$ cat src/inc/bfc_defines.svh
`ifndef BFC_DEFINES_SVH
`define BFC_DEFINES_SVH
// ==========================================================
// register map
`define BFC_ADDR_W 12
`define BFC_CTRL_OFFS 12'h800
// ==========================================================
// field positions (position 0 is the lsb of the word)
`define BFC_PRES_BIT 31
`define BFC_ABS_BIT 30
`define BFC_ONEPUSH_BIT 26
`define BFC_ONOFF_BIT 25
`define BFC_AM_BIT 24
`define BFC_VAL_HI 11
`define BFC_VAL_LO 0
// ==========================================================
// reset values
`define BFC_ABS_RST 1'b0
`define BFC_AM_RST 1'b0
`define BFC_VAL_RST 12'h000
// ==========================================================
// timing: longest one-shot run, rounded down, at 4 ns per cycle
`define BFC_CLK_PERIOD_NS 4
`define BFC_ONESHOT_TIME_NS 2000
`define BFC_ONESHOT_CYC (`BFC_ONESHOT_TIME_NS / `BFC_CLK_PERIOD_NS)
`endif

$ cat src/inc/bfc_pkg.sv
`default_nettype none
package bfc_pkg;
  // ========================================================
  // one-shot adjust engine states
  typedef enum logic {BFC_ADJ_IDLE, BFC_ADJ_RUN} bfc_adj_e;
  // value field type
  typedef logic [11:0] bfc_val_t;
endpackage : bfc_pkg
`default_nettype wire

$ cat src/design/bfc_csr.sv
`include "bfc_defines.svh"
`default_nettype none
// Summary of operation
// - presence flag reads at position 31
// - abs bit selects absolute value register
// - abs set makes value read-only
// - one-shot write starts adjust, self clears
// - one-shot bit reads one while busy
// - auto mode ignores one-shot requests
// - on/off bit reports feature state
// - feature off makes all fields read-only
// - on/off bit itself is read-only
// - auto/manual bit writable, reads back mode
// - value field positions 0-11, auto ignores writes
// - value in sixteenth units, writes clamped to 0-255
// - value copied to sensor offset 0x9
// - value copied to sensor register 0x09
// - auto adjusts continuously, off holds fixed
// - one-shot ends back in manual, value held
// - value writes only in manual control
// - value field shows setting in effect
module bfc_csr #(
  parameter bit PRESENT = 1'b1,
  parameter bit FEATURE_ON = 1'b1,
  parameter int VALUE_MAX = 255,
  parameter logic [7:0] SENSOR_REG = 8'h09
) (
  input wire logic CLK, // 250 MHz clock
  input wire logic RST_B, // async reset, active low
  input wire logic [`BFC_ADDR_W-1:0] CSR_ADDR, // register byte address
  input wire logic CSR_WR, // write strobe
  input wire logic CSR_RD, // read strobe
  input wire logic [31:0] CSR_WDATA, // write data
  output logic [31:0] CSR_RDATA, // read data
  output logic CSR_ACK, // access done pulse
  input wire logic [11:0] ADJ_TARGET, // level the adjuster seeks
  output logic ABS_SEL, // absolute register controls
  output logic [11:0] VALUE_OUT, // value in effect
  output logic SENSOR_WR, // sensor register write pulse
  output logic [7:0] SENSOR_ADDR, // sensor register address
  output logic [11:0] SENSOR_DATA // sensor register data
);
  // ========================================================
  // parameter checks
  if (VALUE_MAX < 1 || VALUE_MAX > 4095) begin : g_bad_max
    $error("VALUE_MAX out of range");
  end
  localparam int ONE_MAX = `BFC_ONESHOT_CYC + 2;
  localparam bfc_pkg::bfc_val_t VMAX = VALUE_MAX[11:0];

  // ========================================================
  // decode and state
  logic hit; // address matches control word
  logic wr_hit; // write to control word
  logic abs_r; // absolute control bit
  logic am_r; // auto/manual bit
  bfc_pkg::bfc_adj_e adj_r; // one-shot engine state
  bfc_pkg::bfc_val_t value_r; // value field
  bfc_pkg::bfc_val_t prev_val_r; // last value sent to sensor
  logic [11:0] tmo_r; // one-shot cycle counter
  logic busy; // one-shot in progress
  logic manual; // manual control state
  logic adjusting; // adjuster may move the value
  bfc_pkg::bfc_val_t wval; // clamped written value
  bfc_pkg::bfc_val_t step_val; // value one step toward target

  assign hit = (CSR_ADDR == `BFC_CTRL_OFFS);
  assign wr_hit = CSR_WR && hit;
  assign busy = (adj_r == bfc_pkg::BFC_ADJ_RUN);
  assign manual = FEATURE_ON && !am_r && !busy;
  assign adjusting = FEATURE_ON && (am_r || busy);
  assign wval = (CSR_WDATA[`BFC_VAL_HI:`BFC_VAL_LO] > VMAX) ? VMAX :
                CSR_WDATA[`BFC_VAL_HI:`BFC_VAL_LO];
  // one step toward the target level
  always_comb begin
    if (value_r < ADJ_TARGET) begin // move up
      step_val = value_r + 12'h001;
    end else if (value_r > ADJ_TARGET) begin // move down
      step_val = value_r - 12'h001;
    end else begin // settled
      step_val = value_r;
    end
  end

  // ========================================================
  // mode bits
  always_ff @(posedge CLK or negedge RST_B) begin
    if (!RST_B) begin
      abs_r <= `BFC_ABS_RST;
      am_r <= `BFC_AM_RST;
    end else if (wr_hit && FEATURE_ON) begin
      abs_r <= CSR_WDATA[`BFC_ABS_BIT];
      am_r <= CSR_WDATA[`BFC_AM_BIT];
    end
  end

  // ========================================================
  // one-shot engine
  always_ff @(posedge CLK or negedge RST_B) begin
    if (!RST_B) begin
      adj_r <= bfc_pkg::BFC_ADJ_IDLE;
      tmo_r <= 12'h000;
    end else begin
      case (adj_r)
        bfc_pkg::BFC_ADJ_IDLE: begin
          tmo_r <= 12'h000;
          // start one adjust, not in auto
          if (wr_hit && FEATURE_ON && !am_r && CSR_WDATA[`BFC_ONEPUSH_BIT]) begin
            adj_r <= bfc_pkg::BFC_ADJ_RUN;
          end
        end
        bfc_pkg::BFC_ADJ_RUN: begin
          tmo_r <= tmo_r + 12'h001;
          // done on settle or timeout, back to manual
          if (value_r == ADJ_TARGET || tmo_r >= 12'(`BFC_ONESHOT_CYC - 1)) begin
            adj_r <= bfc_pkg::BFC_ADJ_IDLE;
          end
        end
        default: begin // recover
          adj_r <= bfc_pkg::BFC_ADJ_IDLE;
        end
      endcase
    end
  end

  // ========================================================
  // value field
  always_ff @(posedge CLK or negedge RST_B) begin
    if (!RST_B) begin
      value_r <= `BFC_VAL_RST;
    end else if (adjusting) begin
      value_r <= step_val;
    end else if (wr_hit && manual && !abs_r) begin
      value_r <= wval;
    end
  end

  // ========================================================
  // outputs to the datapath and sensor
  always_ff @(posedge CLK or negedge RST_B) begin
    if (!RST_B) begin
      prev_val_r <= `BFC_VAL_RST;
      SENSOR_WR <= 1'b0;
      SENSOR_ADDR <= 8'h00;
      SENSOR_DATA <= 12'h000;
      ABS_SEL <= 1'b0;
      VALUE_OUT <= 12'h000;
    end else begin
      prev_val_r <= value_r;
      ABS_SEL <= abs_r;
      VALUE_OUT <= value_r;
      SENSOR_WR <= (value_r != prev_val_r);
      SENSOR_ADDR <= SENSOR_REG;
      SENSOR_DATA <= value_r;
    end
  end

  // ========================================================
  // read port
  always_ff @(posedge CLK or negedge RST_B) begin
    if (!RST_B) begin
      CSR_RDATA <= 32'h0000_0000;
      CSR_ACK <= 1'b0;
    end else begin
      CSR_ACK <= CSR_WR || CSR_RD;
      if (CSR_RD && hit) begin
        CSR_RDATA <= 32'h0000_0000;
        CSR_RDATA[`BFC_PRES_BIT] <= PRESENT;
        CSR_RDATA[`BFC_ABS_BIT] <= abs_r;
        CSR_RDATA[`BFC_ONEPUSH_BIT] <= busy;
        CSR_RDATA[`BFC_ONOFF_BIT] <= FEATURE_ON;
        CSR_RDATA[`BFC_AM_BIT] <= am_r;
        CSR_RDATA[`BFC_VAL_HI:`BFC_VAL_LO] <= value_r;
      end else if (CSR_RD) begin // unmapped reads zero
        CSR_RDATA <= 32'h0000_0000;
      end
    end
  end

  // ========================================================
  // checks
  onepush_end_a: assert property (@(posedge CLK) disable iff (!RST_B)
    $rose(busy) |-> ##[1:ONE_MAX] !busy)
    else $error("one-shot did not self clear");
  auto_ignore_a: assert property (@(posedge CLK) disable iff (!RST_B)
    (wr_hit && am_r && !busy) |=> !busy)
    else $error("one-shot started in auto mode");
  abs_lock_a: assert property (@(posedge CLK) disable iff (!RST_B)
    (wr_hit && abs_r && !adjusting) |=> $stable(value_r))
    else $error("value written under absolute control");
  auto_lock_a: assert property (@(posedge CLK) disable iff (!RST_B)
    (wr_hit && am_r && value_r == ADJ_TARGET && $stable(ADJ_TARGET))
      |=> value_r == $past(value_r))
    else $error("value written in auto mode");
  manual_write_a: assert property (@(posedge CLK) disable iff (!RST_B)
    (wr_hit && manual && !abs_r) |=> value_r == $past(wval))
    else $error("manual value write lost");
  mode_write_a: assert property (@(posedge CLK) disable iff (!RST_B)
    (wr_hit && FEATURE_ON) |=> am_r == $past(CSR_WDATA[`BFC_AM_BIT]))
    else $error("mode bit not written");
  read_fields_a: assert property (@(posedge CLK) disable iff (!RST_B)
    (CSR_RD && hit) |=> CSR_RDATA[31] == PRESENT && CSR_RDATA[25] == FEATURE_ON
      && CSR_RDATA[26] == $past(busy))
    else $error("presence or status read wrong");
  reserved_zero_a: assert property (@(posedge CLK) disable iff (!RST_B)
    CSR_ACK |-> CSR_RDATA[29:27] == 3'h0 && CSR_RDATA[23:12] == 12'h000)
    else $error("reserved bits not zero");
  sensor_fwd_a: assert property (@(posedge CLK) disable iff (!RST_B)
    (value_r != prev_val_r) |=> SENSOR_WR && SENSOR_DATA == $past(value_r))
    else $error("value not forwarded to sensor");
endmodule : bfc_csr
`default_nettype wire

$ cat config.mk
export PLATFORM = sky130hd
export DESIGN_NAME = bfc_csr
export DESIGN_NICKNAME = d
export VERILOG_FILES = /design/src/inc/bfc_pkg.sv /design/src/design/bfc_csr.sv
export VERILOG_INCLUDE_DIRS = /design/src /design/src/inc
export SDC_FILE = /design/constraint.sdc
export NUM_CORES = 1
export LEC_CHECK = 0
export BUFFER_PORTS_ARGS = -buffer_cell sky130_fd_sc_hd__clkbuf_2
export CAP_MARGIN = 25
export CORE_ASPECT_RATIO = 1.25
export CORE_MARGIN = 3
export CORE_UTILIZATION = 50
export CTS_CLUSTER_SIZE = 16
export DETAILED_ROUTE_END_ITERATION = 10
export PLACE_DENSITY_LB_ADDON = 0.15
export REMOVE_ABC_BUFFERS = 1
export SLEW_MARGIN = 5
export SYNTH_ARGS = -nofsm -noshare
export SYNTH_HDL_FRONTEND = slang
export SYNTH_SLANG_ARGS = --single-unit
$ cat constraint.sdc
create_clock -name CLK -period 9 [get_ports CLK]
set_input_delay 1.8 -clock CLK [delete_from_list [all_inputs] [get_ports CLK]]
set_output_delay 1.8 -clock CLK [all_outputs]
set_load 0.02 [all_outputs]
==> impl_metrics.env <==
export IMPL_portBuffers=88
export IMPL_grt_pass1_wl_um=12300
export IMPL_arrival_ps=4930
export IMPL_core_um2=6650
export IMPL_cts_buffer_depth=2
export IMPL_cts_sinks=59
export IMPL_vdd_drop_max_mv=0.102
export IMPL_relSlewSlack=0.511
export IMPL_fill_cells=589
export IMPL_cp_cell_sequence="clkbuf_2 > inv_1 > ha_1 > a21oi_1 > o21ai_1 > a221oi_2 > o31ai_1 > buf_4 > ha_1 > a211oi_1 > o21bai_1 > a211oi_1 > o31ai_1 > xnor2_1 > nor2_1 > a2bb2oi_1"
export IMPL_tns_ps=0
export IMPL_ios=127
export IMPL_synth_adder_area_share=0.0891
export IMPL_synthXorXnorAreaFrac=0.0760
export IMPL_antenna_found_initial=0
export IMPL_synth_most_common_cell="dfrtp_1"
export IMPL_drc=0
export IMPL_regArea_um2=1480
export IMPL_crit_type="in2reg"
export IMPL_crit_fanout=12
export IMPL_critPathCaptureType="register"
export IMPL_synth_cell_type_count=45
export IMPL_syn_inst=331
export IMPL_ys_seq_area_frac=0.427
export IMPL_slew_violations=0
export IMPL_timing_rr_start="value_r[5]$_DFFE_PN0P_"
export IMPL_min_path_cells=0
export IMPL_maxCapViolCount=0
export IMPL_hold_buffers=0
export IMPL_clockRootBuffer="clkbuf_8"
export IMPL_synth_compound_area_frac=0.161
export IMPL_crit_start="ADJ_TARGET[5]"
export IMPL_yosys_top_cells_count="dfrtp_1 (59), buf_4 (35), ha_1 (23), nand2_1 (19), xor2_1 (19)"
export IMPL_die_h_um=99.0
export IMPL_die_width_um=80.4
export IMPL_yosys_area_share_simple=0.127
export IMPL_grt_max_degree=60
export IMPL_dp_hpwl_um=5660
export IMPL_fin_crit_ps=4720
export IMPL_firstDrtPassIters=4
export IMPL_multi_input_area_um2=1670
export IMPL_ant_nets=0
export IMPL_yosysTopAreaCellShare=0.427
export IMPL_postLayoutCoreUtil=0.596
export IMPL_max_stage_delay_ps=410
export IMPL_holdCritStartpoint="abs_r$_DFFE_PN0P_"
export IMPL_p_leak_uw=0.00223
export IMPL_dr_total_vias=2570
export IMPL_report_final_hold_viol_count=0
export IMPL_cts_buffers=9
export IMPL_fin_crit_sh=0.524
export IMPL_fin_skew_ps=6.45
export IMPL_setup_violations_final=0
export IMPL_yosysTopAreaCell="dfrtp_1"
export IMPL_syn2layout_area_growth_pct=14.6
export IMPL_crit_slowest_cell="a221oi_2"
export IMPL_syn_area_um2=3460
export IMPL_worst_pin_slew_ps=734
export IMPL_fmax_ghz=0.212
export IMPL_htreeDepth=3
export IMPL_std_cell_rows=33
export IMPL_min_to="ABS_SEL$_DFF_PN0_"
export IMPL_avgSynthCellArea_um2=10.4
export IMPL_tritoncts="yes"
export IMPL_ys_flop_type="dfrtp_1"
export IMPL_cts_clk_slew_worst_paths_ps=60
export IMPL_nNetsFinal=493
export IMPL_grt_total_usage=0.201
export IMPL_cts_resized=0
export IMPL_gp_congestion=0.903
export IMPL_wirelength_um=7300
export IMPL_crit_path_start_kind="input pin"
export IMPL_grt_pass1_vias=2579
export IMPL_viasPerCell=5.13
export IMPL_die_area_um2=7950
export IMPL_worstSkewPairLatency_ps=330
export IMPL_drt_iter0_drc=70
export IMPL_yosys_top_cells_area="dfrtp_1 (43%), ha_1 (8.3%), buf_4 (7.6%)"
export IMPL_ys_ff_latch=59
export IMPL_rrSetupSlack_ps=5400
export IMPL_cp_required_ps=9210
export IMPL_drive_gt1_frac=0.280
export IMPL_min_path_type="reg2reg"
export IMPL_synth_mux_area_frac=0.00652
export IMPL_async_reset_ff_frac=1.00
export IMPL_timing_critical_path_buf_inv=3
export IMPL_grt_setup_unrepaired="false"
export IMPL_wl_per_cell_um=14.6
export IMPL_gr_total_overflow=0
export IMPL_r2r_end="value_r[11]$_DFFE_PN0P_"
export IMPL_p_per_area_nw_per_um2=189
export IMPL_initial_utilization=0.520
export IMPL_path_delay_family="compound AO/OA/AOI/OAI gates"
export IMPL_synth_warnings=0
export IMPL_synth_top_family_by_area="compound AO/OA/AOI/OAI gates"
export IMPL_n_antenna_cell=0
export IMPL_rr_worst_depth=14
export IMPL_cts_setup_buffers=0
export IMPL_status="finished, final reports clean"
export IMPL_synth_edff_count=0
==> cell families (layout without fill, tap and decap cells) <==
family                   after synthesis  after routing
AND/OR/NAND/NOR                       81             81
AO/OA/AOI/OAI                         74             74
flip-flops                            59             59
buffers and inverters                 59            122
XOR/XNOR                              30             30
adder cells (fa/ha/maj)               24             24
other                                  2             22
multiplexers                           2              2
==> worst max-delay path by stage <==
stage                                   end  slack [ps]  cells after the start
floorplan           value_r[11]$_DFFE_PN0P_        3970                     13
global placement    value_r[11]$_DFFE_PN0P_        3930                     16
detailed placement  value_r[11]$_DFFE_PN0P_        3920                     16
CTS                 value_r[11]$_DFFE_PN0P_        4250                     16
global route        value_r[11]$_DFFE_PN0P_        4020                     16
finish              value_r[11]$_DFFE_PN0P_        4280                     16
==> worst register-to-register path, delay by kind of cell, from the launching register on <==
family	cells	cell delay [ps]
compound gates	9	1920
xor+xnor	1	200
fa+ha+maj	2	630
buf+inv	1	210
flops	1	470
simple gates	1	60
==> layout by cell type, fill, tap and decap left out, types with 3 or more instances in the layout <==
cell type	instances
clkbuf_2	88
dfrtp_1	59
ha_1	23
conb_1	22
nand2_1	19
xor2_1	19
inv_1	16
a22o_1	15
clkbuf_8	13
a21oi_1	12
and2_1	12
xnor2_1	11
nand3_1	8
o21ai_0	8
a21o_1	8
nor2_1	7
o21ai_1	6
nor4_1	6
or3_1	6
o21ai_2	6
nand4_1	4
o31ai_1	4
and3_1	4
nor3_1	4
a211oi_1	3
==> area by class of cell <==
cell class                      count  area share
Timing Repair Buffer               90       0.115
Multi-Input combinational cell    233       0.421
Clock buffer                       15      0.0471
Clock inverter                      1     0.00126
Sequential cell                    59       0.373
Tap cell                           87      0.0275
Inverter                           16      0.0152
==> state kept, by name, indices dropped and copies added (netlist names) <==
name         cells
adj_r            1
SENSOR_ADDR      1
abs_r            1
CSR_RDATA       16
value_r         12
CSR_ACK          1
prev_val_r      12
am_r             1
tmo_r           12
SENSOR_WR        1
ABS_SEL          1
==> layer usage <==
metal	wire length [um]	vias to the layer above	global-route usage
met1	3010	1240	0.241
met4	125	0	0.0910
met5	0	-	0
met3	270	8	0.0320
li1	-	1271	-
met2	3900	51	0.349
==> report_power, final <==
part           total (uW)  switching (uW)  internal (uW)
Combinational         195             118           77.0
Clock                 227            97.1            130
Sequential            325            35.9            289
==> stage by stage <==
step                hold slack [ps]  cell area (um^2)  instances  setup WS (ps)  total power, uW
global route                    486              3960        501           4020              792
finish                          446              3960        501           4280              747
floorplan                       409              3210        308           3970              456
CTS                             451              3960        501           4250              756
detailed placement              438              3770        485           3920              527
global placement                424              3770        485           3930              523
Note: power is estimated with default switching activity, not from simulation.
